## config.mk

```make
export PLATFORM = sky130hd
export DESIGN_NAME = wdw_core
export DESIGN_NICKNAME = d
export VERILOG_FILES = /design/src/logic/wdw_pkg.sv /design/src/logic/wdw_tick_div.sv /design/src/logic/wdw_core.sv
export SDC_FILE = /design/constraint.sdc
export NUM_CORES = 1
export LEC_CHECK = 0
export BUFFER_PORTS_ARGS = -buffer_cell sky130_fd_sc_hd__buf_2
export CAP_MARGIN = 30
export CORE_AREA = 2 2 107 109
export CTS_CLUSTER_SIZE = 16
export DETAILED_ROUTE_END_ITERATION = 10
export DIE_AREA = 0 0 109 111
export PLACE_DENSITY_LB_ADDON = 0.08
export SYNTH_ARGS = -nofsm -noshare
export SYNTH_HDL_FRONTEND = slang
export SYNTH_SLANG_ARGS = --single-unit
```

## constraint.sdc

```tcl
create_clock -name sys_clk -period 3.3 [get_ports sys_clk]
set_input_delay 0.33 -clock sys_clk [delete_from_list [all_inputs] [get_ports sys_clk]]
set_output_delay 0.33 -clock sys_clk [all_outputs]
set_load 0.01 [all_outputs]
```

## src/logic/wdw_pkg.sv

```systemverilog
// Shared constants and types for the windowed watchdog control block
package wdw_pkg;
    // Register indices; byte address is four times the index
    localparam logic [5:0] IDX_TIMING_CONTROL = 6'h00;
    localparam logic [5:0] IDX_STATE_FLAGS = 6'h01;
    localparam logic [5:0] IDX_EVENT_FLAGS = 6'h02;
    localparam logic [5:0] IDX_EVENT_MASK = 6'h03;
    localparam logic [5:0] IDX_UNLOCK_KEY = 6'h04;
    localparam logic [5:0] IDX_KICK = 6'h05;

    // Field positions in the state flags register
    localparam int FREEZE_BIT = 7;
    localparam int BUSY_BIT = 0;
    localparam logic [7:0] STATE_FLAGS_RESET = 8'h00;
    localparam logic [7:0] TIMING_CONTROL_RESET = 8'h00;

    // Event bits: time-out, early kick, refused control write
    localparam int EV_TIMEOUT = 0;
    localparam int EV_EARLY = 1;
    localparam int EV_REFUSED = 2;
    localparam int EV_COUNT = 3;
    localparam logic [EV_COUNT-1:0] EVENT_RESET = 3'h0;

    // Unlock key; value is arbitrary
    localparam logic [7:0] UNLOCK_KEY_VALUE = 8'hd8;
    localparam logic [2:0] UNLOCK_WRITES = 3'h4;

    // Slow watchdog clock as an enable pulse
    localparam int SYS_CLK_HZ = 200000000;
    localparam int WDOG_CLK_HZ = 1024;
    localparam int WDOG_DIV_CYCLES = SYS_CLK_HZ / WDOG_CLK_HZ;
    localparam logic [1:0] SYNC_TICKS = 2'h2;

    localparam logic [3:0] CODE_OFF = 4'h0;
    localparam logic [3:0] CODE_MAX = 4'hb;
    localparam int SPAN_SHIFT = 2;
    localparam int SPAN_W = 14;

    typedef struct packed {
        logic [3:0] window;
        logic [3:0] period;
    } wdw_ctrl_t;

    typedef enum {
        ST_OFF,
        ST_NORMAL,
        ST_CLOSED,
        ST_OPEN
    } wdw_state_t;
endpackage

```

## src/logic/wdw_tick_div.sv

```systemverilog
// Divider that turns the system clock into a one-cycle slow tick
`timescale 1ns/1ps
`default_nettype none
module wdw_tick_div #(
    parameter int DIV = 4
) (
    input wire logic sys_clk,
    input wire logic srst,
    output logic tick
);
    logic [31:0] cnt_reg;

    always_ff @(posedge sys_clk) begin
        if (srst) begin
            cnt_reg <= 32'h0;
            tick <= 1'b0;
        end else if (cnt_reg == 32'(DIV - 1)) begin
            cnt_reg <= 32'h0;
            tick <= 1'b1;
        end else begin
            cnt_reg <= cnt_reg + 32'h1;
            tick <= 1'b0;
        end
    end
endmodule
`default_nettype wire

```

## src/logic/wdw_core.sv

```systemverilog
// Windowed watchdog: control, freeze, crossing flag and counter
`timescale 1ns/1ps
`default_nettype none
// How it works
// - Non-zero upper control nibble selects window mode, closed span 8 to 8K ticks.
// - Non-zero lower nibble enables the watchdog with a doubling time-out.
// - In window mode the lower nibble sets the open span length.
// - With freeze set, both control fields ignore writes; otherwise read-write.
// - Writing one to status bit 7 sets the freeze bit.
// - Freeze accepts only ones, and clears only in debug mode.
// - Non-zero boot time-out field sets freeze automatically.
// - Freeze writes need the unlock sequence first.
// - Status bit 0 rises on an accepted control write and holds during crossing.
// - Hardware alone clears the busy flag when the crossing ends.
// - Busy flag is read-only and needs no unlock.
// - Status register resets to zero.
// - No control write while busy; kicks during kick crossing are ignored.
// - Early kick or missing kick causes system reset; timely kick restarts.
// - Counter advances on a 1.024 kHz tick.
module wdw_core
    import wdw_pkg::*;
#(
    parameter int TICK_DIV = WDOG_DIV_CYCLES
) (
    input wire logic sys_clk,
    input wire logic srst,
    input wire logic wb_cyc_i,
    input wire logic wb_stb_i,
    input wire logic wb_we_i,
    input wire logic [7:0] wb_adr_i,
    input wire logic [3:0] wb_sel_i,
    input wire logic [31:0] wb_dat_i,
    output logic [31:0] wb_dat_o,
    output logic wb_ack_o,
    input wire logic [7:0] bootConfigFuse,
    input wire logic debugMode,
    output logic sysResetReq,
    output logic irq
);
    wdw_ctrl_t timingControl_reg;
    wdw_ctrl_t activeCtrl_reg;
    wdw_state_t state_reg;
    logic freeze_reg;
    logic busy_reg;
    logic bootDone_reg;
    logic [1:0] syncCnt_reg;
    logic kickPending_reg;
    logic [1:0] kickCnt_reg;
    logic [2:0] guardCnt_reg;
    logic [SPAN_W-1:0] count_reg;
    logic [EV_COUNT-1:0] events_reg;
    logic [EV_COUNT-1:0] mask_reg;
    logic slowTick;
    logic busWrite;
    logic [5:0] regIdx;
    logic unlocked;
    logic ctrlWrite;
    logic ctrlAccepted;
    logic freezeWrite;
    logic kickApply;
    logic earlyKick;
    logic timeout;
    logic [EV_COUNT-1:0] evSet;
    logic [SPAN_W-1:0] closedSpan;
    logic [SPAN_W-1:0] openSpan;
    logic [3:0] bootConfigFuse_q;

    wdw_tick_div #(.DIV(TICK_DIV)) tickDiv (
        .sys_clk(sys_clk),
        .srst(srst),
        .tick(slowTick)
    );

    function automatic logic [SPAN_W-1:0] spanOf(input logic [3:0] code);
        logic [3:0] c;
        c = (code > CODE_MAX) ? CODE_MAX : code;
        spanOf = SPAN_W'(1) << (c + 4'(SPAN_SHIFT));
    endfunction

    assign busWrite = wb_cyc_i && wb_stb_i && wb_we_i && !wb_ack_o && wb_sel_i[0];
    assign regIdx = wb_adr_i[7:2];
    assign unlocked = guardCnt_reg != 3'h0;
    assign ctrlWrite = busWrite && regIdx == IDX_TIMING_CONTROL;
    // Writes while busy are dropped, so a crossing is never corrupted
    assign ctrlAccepted = ctrlWrite && unlocked && !freeze_reg && !busy_reg;
    assign freezeWrite = busWrite && regIdx == IDX_STATE_FLAGS && unlocked;
    assign closedSpan = spanOf(activeCtrl_reg.window);
    assign openSpan = spanOf(activeCtrl_reg.period);

    // Unlock guard: key opens a window of four following writes
    always_ff @(posedge sys_clk) begin
        if (srst) begin
            guardCnt_reg <= 3'h0;
        end else if (busWrite && regIdx == IDX_UNLOCK_KEY) begin
            guardCnt_reg <= (wb_dat_i[7:0] == UNLOCK_KEY_VALUE) ? UNLOCK_WRITES : 3'h0;
        end else if (busWrite && unlocked) begin
            guardCnt_reg <= guardCnt_reg - 3'h1;
        end
    end

    // Control register, loaded from the fuse once after reset
    always_ff @(posedge sys_clk) begin
        if (srst) begin
            timingControl_reg <= TIMING_CONTROL_RESET;
            bootDone_reg <= 1'b0;
        end else if (!bootDone_reg) begin
            timingControl_reg <= bootConfigFuse;
            bootDone_reg <= 1'b1;
        end else if (ctrlAccepted) begin
            timingControl_reg <= wb_dat_i[7:0];
        end
    end

    // Freeze bit
    always_ff @(posedge sys_clk) begin
        if (srst) begin
            freeze_reg <= STATE_FLAGS_RESET[FREEZE_BIT];
        end else if (!bootDone_reg) begin
            freeze_reg <= bootConfigFuse[3:0] != CODE_OFF;
        end else if (freezeWrite && wb_dat_i[FREEZE_BIT]) begin
            freeze_reg <= 1'b1;
        end else if (freezeWrite && debugMode) begin
            freeze_reg <= 1'b0;
        end
    end

    // Crossing into the slow domain takes SYNC_TICKS ticks
    always_ff @(posedge sys_clk) begin
        if (srst) begin
            busy_reg <= STATE_FLAGS_RESET[BUSY_BIT];
            syncCnt_reg <= 2'h0;
            activeCtrl_reg <= TIMING_CONTROL_RESET;
        end else if (!bootDone_reg) begin
            activeCtrl_reg <= bootConfigFuse;
        end else if (ctrlAccepted) begin
            busy_reg <= 1'b1;
            syncCnt_reg <= 2'h0;
        end else if (busy_reg && slowTick) begin
            if (syncCnt_reg == SYNC_TICKS - 2'h1) begin
                busy_reg <= 1'b0;
                activeCtrl_reg <= timingControl_reg;
            end else begin
                syncCnt_reg <= syncCnt_reg + 2'h1;
            end
        end
    end

    // Kick crossing; a second kick meanwhile is dropped
    always_ff @(posedge sys_clk) begin
        if (srst) begin
            kickPending_reg <= 1'b0;
            kickCnt_reg <= 2'h0;
        end else if (busWrite && regIdx == IDX_KICK && !kickPending_reg) begin
            kickPending_reg <= 1'b1;
            kickCnt_reg <= 2'h0;
        end else if (kickPending_reg && slowTick) begin
            if (kickCnt_reg == SYNC_TICKS - 2'h1) begin
                kickPending_reg <= 1'b0;
            end else begin
                kickCnt_reg <= kickCnt_reg + 2'h1;
            end
        end
    end

    assign kickApply = kickPending_reg && slowTick && kickCnt_reg == SYNC_TICKS - 2'h1;
    assign earlyKick = kickApply && state_reg == ST_CLOSED;
    assign timeout = slowTick && !kickApply && !debugMode && count_reg == SPAN_W'(0)
        && (state_reg == ST_NORMAL || state_reg == ST_OPEN);

    // Counter and window sequencing on the slow tick
    always_ff @(posedge sys_clk) begin
        if (srst) begin
            state_reg <= ST_OFF;
            count_reg <= '0;
        end else if (activeCtrl_reg.period == CODE_OFF) begin
            state_reg <= ST_OFF;
            count_reg <= '0;
        end else if (debugMode) begin
            // Halted CPU: counter reset, first closed span skipped on resume
            state_reg <= ST_NORMAL;
            count_reg <= openSpan - SPAN_W'(1);
        end else begin
            case (state_reg)
                ST_OFF: begin
                    state_reg <= ST_NORMAL;
                    count_reg <= openSpan - SPAN_W'(1);
                end
                ST_NORMAL, ST_OPEN: begin
                    if (kickApply && activeCtrl_reg.window != CODE_OFF) begin
                        state_reg <= ST_CLOSED;
                        count_reg <= closedSpan - SPAN_W'(1);
                    end else if (kickApply || timeout) begin
                        state_reg <= ST_NORMAL;
                        count_reg <= openSpan - SPAN_W'(1);
                    end else if (slowTick) begin
                        count_reg <= count_reg - SPAN_W'(1);
                    end
                end
                ST_CLOSED: begin
                    if (earlyKick) begin
                        state_reg <= ST_NORMAL;
                        count_reg <= openSpan - SPAN_W'(1);
                    end else if (slowTick && count_reg == SPAN_W'(0)) begin
                        state_reg <= ST_OPEN;
                        count_reg <= openSpan - SPAN_W'(1);
                    end else if (slowTick) begin
                        count_reg <= count_reg - SPAN_W'(1);
                    end
                end
                default: begin
                    state_reg <= ST_OFF;
                end
            endcase
        end
    end

    always_ff @(posedge sys_clk) begin
        if (srst) begin
            sysResetReq <= 1'b0;
        end else begin
            sysResetReq <= earlyKick || timeout;
        end
    end

    // Events: set wins over a write-one clear
    assign evSet[EV_TIMEOUT] = timeout;
    assign evSet[EV_EARLY] = earlyKick;
    assign evSet[EV_REFUSED] = ctrlWrite && !ctrlAccepted;

    always_ff @(posedge sys_clk) begin
        if (srst) begin
            events_reg <= EVENT_RESET;
            mask_reg <= EVENT_RESET;
        end else begin
            if (busWrite && regIdx == IDX_EVENT_FLAGS) begin
                events_reg <= (events_reg & ~wb_dat_i[EV_COUNT-1:0]) | evSet;
            end else begin
                events_reg <= events_reg | evSet;
            end
            if (busWrite && regIdx == IDX_EVENT_MASK) begin
                mask_reg <= wb_dat_i[EV_COUNT-1:0];
            end
        end
    end

    always_ff @(posedge sys_clk) begin
        if (srst) begin
            irq <= 1'b0;
        end else begin
            irq <= |(events_reg & mask_reg);
        end
    end

    // Wishbone slave: one wait state, unmapped reads return zero
    always_ff @(posedge sys_clk) begin
        if (srst) begin
            wb_ack_o <= 1'b0;
            wb_dat_o <= 32'h0;
        end else begin
            wb_ack_o <= wb_cyc_i && wb_stb_i && !wb_ack_o;
            case (regIdx)
                IDX_TIMING_CONTROL: wb_dat_o <= {24'h0, timingControl_reg};
                IDX_STATE_FLAGS: wb_dat_o <= {24'h0, freeze_reg, 6'h0, busy_reg};
                IDX_EVENT_FLAGS: wb_dat_o <= {29'h0, events_reg};
                IDX_EVENT_MASK: wb_dat_o <= {29'h0, mask_reg};
                default: wb_dat_o <= 32'h0;
            endcase
        end
    end

    always_ff @(posedge sys_clk) begin
        bootConfigFuse_q <= bootConfigFuse[3:0];
    end
endmodule
`default_nettype wire

```

Word level (Yosys, flattened, before mapping)

Cells that the tools add are included.
W data, S select, Z words.

Input bits: 58
Flip-flop bits (word level): 147

Order comparisons: 2
Reductions and logical operators: 66
Equal/unequal tests: 25
Add/sub/neg operators: 9
Multiplexer cells: 40
Bitwise logic cells: 6
Shifts and indexed selects: 2

Operators by type and width:

| cell                    | number |
|---|---|
| $mux W32                | 4 |
| $eq A32 B2 Y1 const B   | 3 |
| $pmux W32 S3            | 1 |
| $mux W14                | 6 |
| $eq A32 B3 Y1 const B   | 2 |
| $mux W8                 | 6 |
| $pmux W14 S3            | 1 |
| $sub A14 B1 Y14 const B | 3 |
| $add A32 B1 Y32 const B | 1 |
| $eq A32 B1 Y1 const B   | 1 |
| $eq A32 B18 Y1 const B  | 1 |
| $logic_not A32 Y1       | 1 |
| $pmux W8 S4             | 1 |
| $logic_and A1 B1 Y1     | 30 |
| $shl A1 B4 Y14 const A  | 2 |
| $logic_not A14 Y1       | 1 |
| $eq A6 B2 Y1 const B    | 2 |
| $eq A6 B3 Y1 const B    | 2 |
| $mux W1                 | 12 |
| $mux W3                 | 4 |
| $reduce_bool A4 Y1      | 3 |
| $reduce_bool A2 Y1      | 5 |
| $reduce_and A3 Y1       | 3 |
| $add A4 B2 Y4 const B   | 2 |
| 25 further kinds        | 53 |

Longest topological paths before layout

Depth after elaboration: 12
Depth in mapped cells: 17
Gate-level depth less buffers: 13

Cells and area by module

Synthesis repeated with hierarchy kept, for this count alone.

Cell total of the unflattened synthesis: 690
Area total of the unflattened synthesis: 5601.6 um2

Modules (own cells, without submodules):

| module       | cells an instance | sequential area each (um2) | area an instance (um2) | instances |
|---|---|---|---|---|
| wdw_core     | 501               | 1201.2                     | 3997.6                 | 1 |
| wdw_tick_div | 189               | 660.6                      | 1604.0                 | 1 |

Worst setup path after synthesis

OpenSTA, ideal clock, no wires.

Path kind: register to register
From: register activeCtrl_reg[7] (netlist bit)
To: register count_reg[12]
Stages on the path, launching flop included: 14
Data arrival time: 3.450 ns
Setup time: 0.082 ns
Slack: -0.233 ns
Period minus slack after synthesis: 3.533 ns
Path through: dfxtp_1 -> clkbuf_1 -> a21oi_1 -> inv_1 -> ha_1 -> nand3b_1 -> o21a_1 -> or4_1 -> ha_1 -> or3b_2 -> or3b_2 -> o311a_1 -> or3_1 -> o221ai_1

Longest elaborated chain between the ends: 8
Elaborated cells on any way between the ends: 10
Those cells by class: add/sub: 2; order compare: 1; shift: 1; mux: 4; reduce/logical: 2

Ends and longest elaborated chain:

| element                  | line            | source |
|---|---|---|
| start: declaration       | wdw_core.sv:41  | `wdw_ctrl_t activeCtrl_reg;` |
| start signal: assignment | wdw_core.sv:134 | `activeCtrl_reg <= bootConfigFuse;` |
| start signal: assignment | wdw_core.sv:141 | `activeCtrl_reg <= timingControl_reg;` |
| $gt A4 B4 Y1             | wdw_core.sv:76  | `c = (code > CODE_MAX) ? CODE_MAX : code;` |
| $mux W4                  | wdw_core.sv:76  |  |
| $add A4 B2 Y4            | wdw_core.sv:77  | `spanOf = SPAN_W'(1) << (c + 4'(SPAN_SHIFT));` |
| $shl A1 B4 Y14           | wdw_core.sv:77  |  |
| $sub A14 B1 Y14          | wdw_core.sv:191 | `count_reg <= closedSpan - SPAN_W'(1);` |
| $mux W14 *               | wdw_core.sv:189 | `if (kickApply && activeCtrl_reg.window != CODE_OFF) begin` |
| $pmux W14 S3 *           | wdw_core.sv:183 | `case (state_reg)` |
| $mux W14 *               | wdw_core.sv:178 | `end else if (debugMode) begin` |
| end signal: assignment   | wdw_core.sv:181 | `count_reg <= openSpan - SPAN_W'(1);` |
| end signal: assignment   | wdw_core.sv:186 | `count_reg <= openSpan - SPAN_W'(1);` |
| end signal: assignment   | wdw_core.sv:191 |  |
| end: declaration         | wdw_core.sv:50  | `logic [SPAN_W-1:0] count_reg;` |

Every way passes the cells marked *; elsewhere a longest branch is shown, timed or not.
A chain may end at the register's enable or synchronous reset.

Worst setup path in the final report

Same ends and word-level chain as after synthesis.

==> reports/qor.csv <==
stage,metric,value,unit
pwr,VDD IR max,0.305,mV
synthesis,sequential area share after synthesis,0.339,
route,Detailed Routing Iterations Pass 1,5,
route,Iteration-0 DRC Markers,462,
timing,Fmax,0.311,GHz
final_layout,share of cells above drive strength 1,0.145,
setup_path,CP arrival,3.47,ns
route,routed vias,5198,
place,port bufs,39,
final_layout,"commonest cells after routing, fill and taps aside","dfxtp_1, nor2_1, nand2_1, buf_2",
setup_path,CP peak stage delay,0.47,ns
final_layout,area grow syn2layout,12.4,%
synthesis,ys async rst share,0,
pwr,Final Power,2600,uW
final_layout,"Core Util, Final",0.557,
synthesis,synthesized area per cell,7.88,um^2
setup_path,Critical Path Fanout Max,5,
place,DP Area,5840,um^2
setup_path,FF-to-FF End,count_reg[12],
grt,first-pass GRT wire length,23.9,mm
clock_network,htree depth,3,
min_path,Hold EP,wb_ack_o,
final_layout,max reg flops,32,
clock_network,Clock Latency Late Sink,0.34,ns
synthesis,Synth cell types,76,
run_status,status,"finished, final reports clean",
min_path,hold path startpoint,wb_stb_i,
timing,share of the clock period used by the worst path after layout,0.974,
setup_path,CP Launch Type,register,
floorplanning,Die Footprint,12100,um^2
grt,largest net degree at the start of global routing,27,
timing,Worst Skew,0.00864,ns
setup_path,Worst Reg-to-Reg Cells,12,
place,DP Wirelength,10.7,mm
synthesis,Post-synth EDFFs,0,
job,Max-Cap Viols,0,
route,Residual DRC,0,
floorplanning,Die H,111,um
timing,Max-slew headroom,0.380,
floorplanning,area of the core,11100,um^2
route,vias per cell,5.86,
synthesis,Synth Flop Type,dfxtp_1,
place,Inst Count DP,869,
final_layout,fill count,1053,
final_layout,"Net count, final",806,
pwr,total power per unit cell area,421,nW/um^2
floorplanning,num rows,39,
setup_path,FF-to-FF setup slack,0.09,ns
clock_network,CTS buffer count,9,
clock_network,CTS tree,yes,
timing,Slew @ Worst Pin,0.923,ns
setup_path,"Data required, critical path",3.56,ns
grt,antenna violations before repair,1,
synthesis,Syn Inst Count,697,
floorplanning,Initial Util,0.496,
final_layout,post-route cell area,6170,um^2
grt,Congestion Overflow GR,0,
timing,min Tclk post-route,3.21,ns
floorplanning,I/O pins,93,
min_path,hold path cells,3,
synthesis,synthesized cell area,5490,um^2
route,Antenna Violating Nets Remaining,0,
grt,vias in the first global route,4873,
setup_path,CP max stage cell,or3b_2,
synthesis,Yosys warnings,0,
setup_path,Worst setup EP type,register,
floorplanning,Die Width,109,um
grt,total track usage,0.249,
synthesis,synthesized flop and latch total,93,
timing,final hold vios,0,
clock_network,CTS root buf,clkbuf_16,
route,WL final,14.4,mm
clock_network,Worst-path clk slew,0.07,ns
clock_network,hold buffer count at CTS,0,
min_path,Worst Hold Class,input pin to register,
timing,"Slew Viols, Final",0,
clock_network,clock sinks,93,
setup_path,Worst Path Buf+Inv,1,
clock_network,CTS Buffer Depth,2,
pwr,Leakage,0.00247,uW
place,routability congestion estimate,0.941,
final_layout,"commonest non-fill, non-tap cell in the layout",dfxtp_1,
route,DR WL/cell,16.3,um
timing,Setup-failing EPs final,0,
final_layout,Non-Filler Instances,887,
setup_path,worst r2r src,activeCtrl_reg[7],
setup_path,WS Path Type,register to register,
setup_path,critical path cell sequence,a21oi_2 -> inv_1 -> ha_4 -> nand3b_1 -> o21a_1 -> or4_4 -> ha_4 -> or3b_2 -> or3b_2 -> o311a_1 -> or3_1 -> o221ai_1,
timing,Setup TNS,0,ns
setup_path,CP top delay family,simple AND/OR/NAND/NOR gates,
-- synthesized netlist by cell type, types with 6 or more instances --
| master | number | share of area |
|---|---|---|
| dfxtp_1 | 93 | 0.34 |
| nor2_1 | 75 | 0.051 |
| nand2_1 | 67 | 0.046 |
| a21oi_1 | 37 | 0.034 |
| nand3_1 | 36 | 0.033 |
| o21ai_0 | 32 | 0.029 |
| clkbuf_1 | 30 | 0.021 |
| xor2_1 | 27 | 0.043 |
| buf_4 | 25 | 0.034 |
| inv_1 | 22 | 0.015 |
| xnor2_1 | 19 | 0.030 |
| nand4_1 | 16 | 0.018 |
| nor3_1 | 16 | 0.015 |
| a31oi_1 | 15 | 0.017 |
| and3_1 | 14 | 0.016 |
| mux2i_1 | 13 | 0.024 |
| ha_1 | 10 | 0.023 |
| nor2b_1 | 10 | 0.011 |
| nor4_1 | 10 | 0.011 |
| nand2b_1 | 9 | 0.010 |
| or3_1 | 9 | 0.010 |
| a211oi_1 | 6 | 0.0082 |
-- per-stage QoR --
stage	worst slack, ns	hold WS [ns]
finish	0.0868	0.272
CTS	0.000643	0.264
floorplan	0.00265	0.426
global placement	0.117	0.446
global route	-0.0205	0.285
detailed placement	0.0299	0.454
-- layout make-up --
cell class | count | area, um^2 | area share
Tap cell | 143 | 179 | 0.0290
Inverter | 22 | 82.6 | 0.0134
Antenna cell | 1 | 2.50 | 0.000405
Clock buffer | 12 | 256 | 0.0416
Clock inverter | 4 | 30.0 | 0.00487
Multi-Input combinational cell | 544 | 3350 | 0.542
Timing Repair Buffer | 68 | 413 | 0.0669
Sequential cell | 93 | 1860 | 0.302
-- cell families (layout without fill, tap and decap cells) --
| kind of cell | after synthesis | in the layout | synth area share |
|---|---|---|---|
| flops | 93 | 93 | 0.339 |
| xor+xnor | 46 | 46 | 0.0734 |
| compound gates | 150 | 150 | 0.179 |
| other cells | 1 | 25 | 0.000683 |
| mux | 16 | 16 | 0.0319 |
| simple gates | 298 | 298 | 0.276 |
| buf+inv | 83 | 106 | 0.0772 |
| fa+ha+maj | 10 | 10 | 0.0228 |
-- routing by layer --
metal / wire length, um / global-route usage
met1: 6380 / 0.336
met2: 6660 / 0.384
met3: 926 / 0.0576
met4: 471 / 0.0957
met5: 0 / 0
-- what timing repair did --
action                                  in CTS  in global routing
gates resized for setup                      0                  6
endpoints found under the setup margin       0                  2
endpoints found under the hold margin        0                  0
buffers inserted                             0                  1
-- worst min-delay path, stage by stage --
cell and delay [ns]:
buf_2 0.10, nand2_1 0.09, nor3_1 0.05
-- how the worst max path moves through the flow --
stage / from / to / slack, ns / cells after the start
floorplan: activeCtrl_reg[7] / count_reg[12] / 0.003 / 13
global placement: activeCtrl_reg[7] / count_reg[12] / 0.12 / 12
detailed placement: activeCtrl_reg[7] / count_reg[12] / 0.03 / 12
CTS: activeCtrl_reg[7] / count_reg[12] / 0.0006 / 12
global route: activeCtrl_reg[7] / count_reg[12] / -0.02 / 12
finish: activeCtrl_reg[7] / count_reg[12] / 0.09 / 12
-- power by group --
part           leakage, uW  total, uW  switching (uW)  internal [uW]
sequential        0.000757       1200            41.4           1160
combinational      0.00157        402             242            161
clock             0.000140        994             438            556
total              0.00247       2600             721           1880
Note: power is estimated with default switching activity, not from simulation.
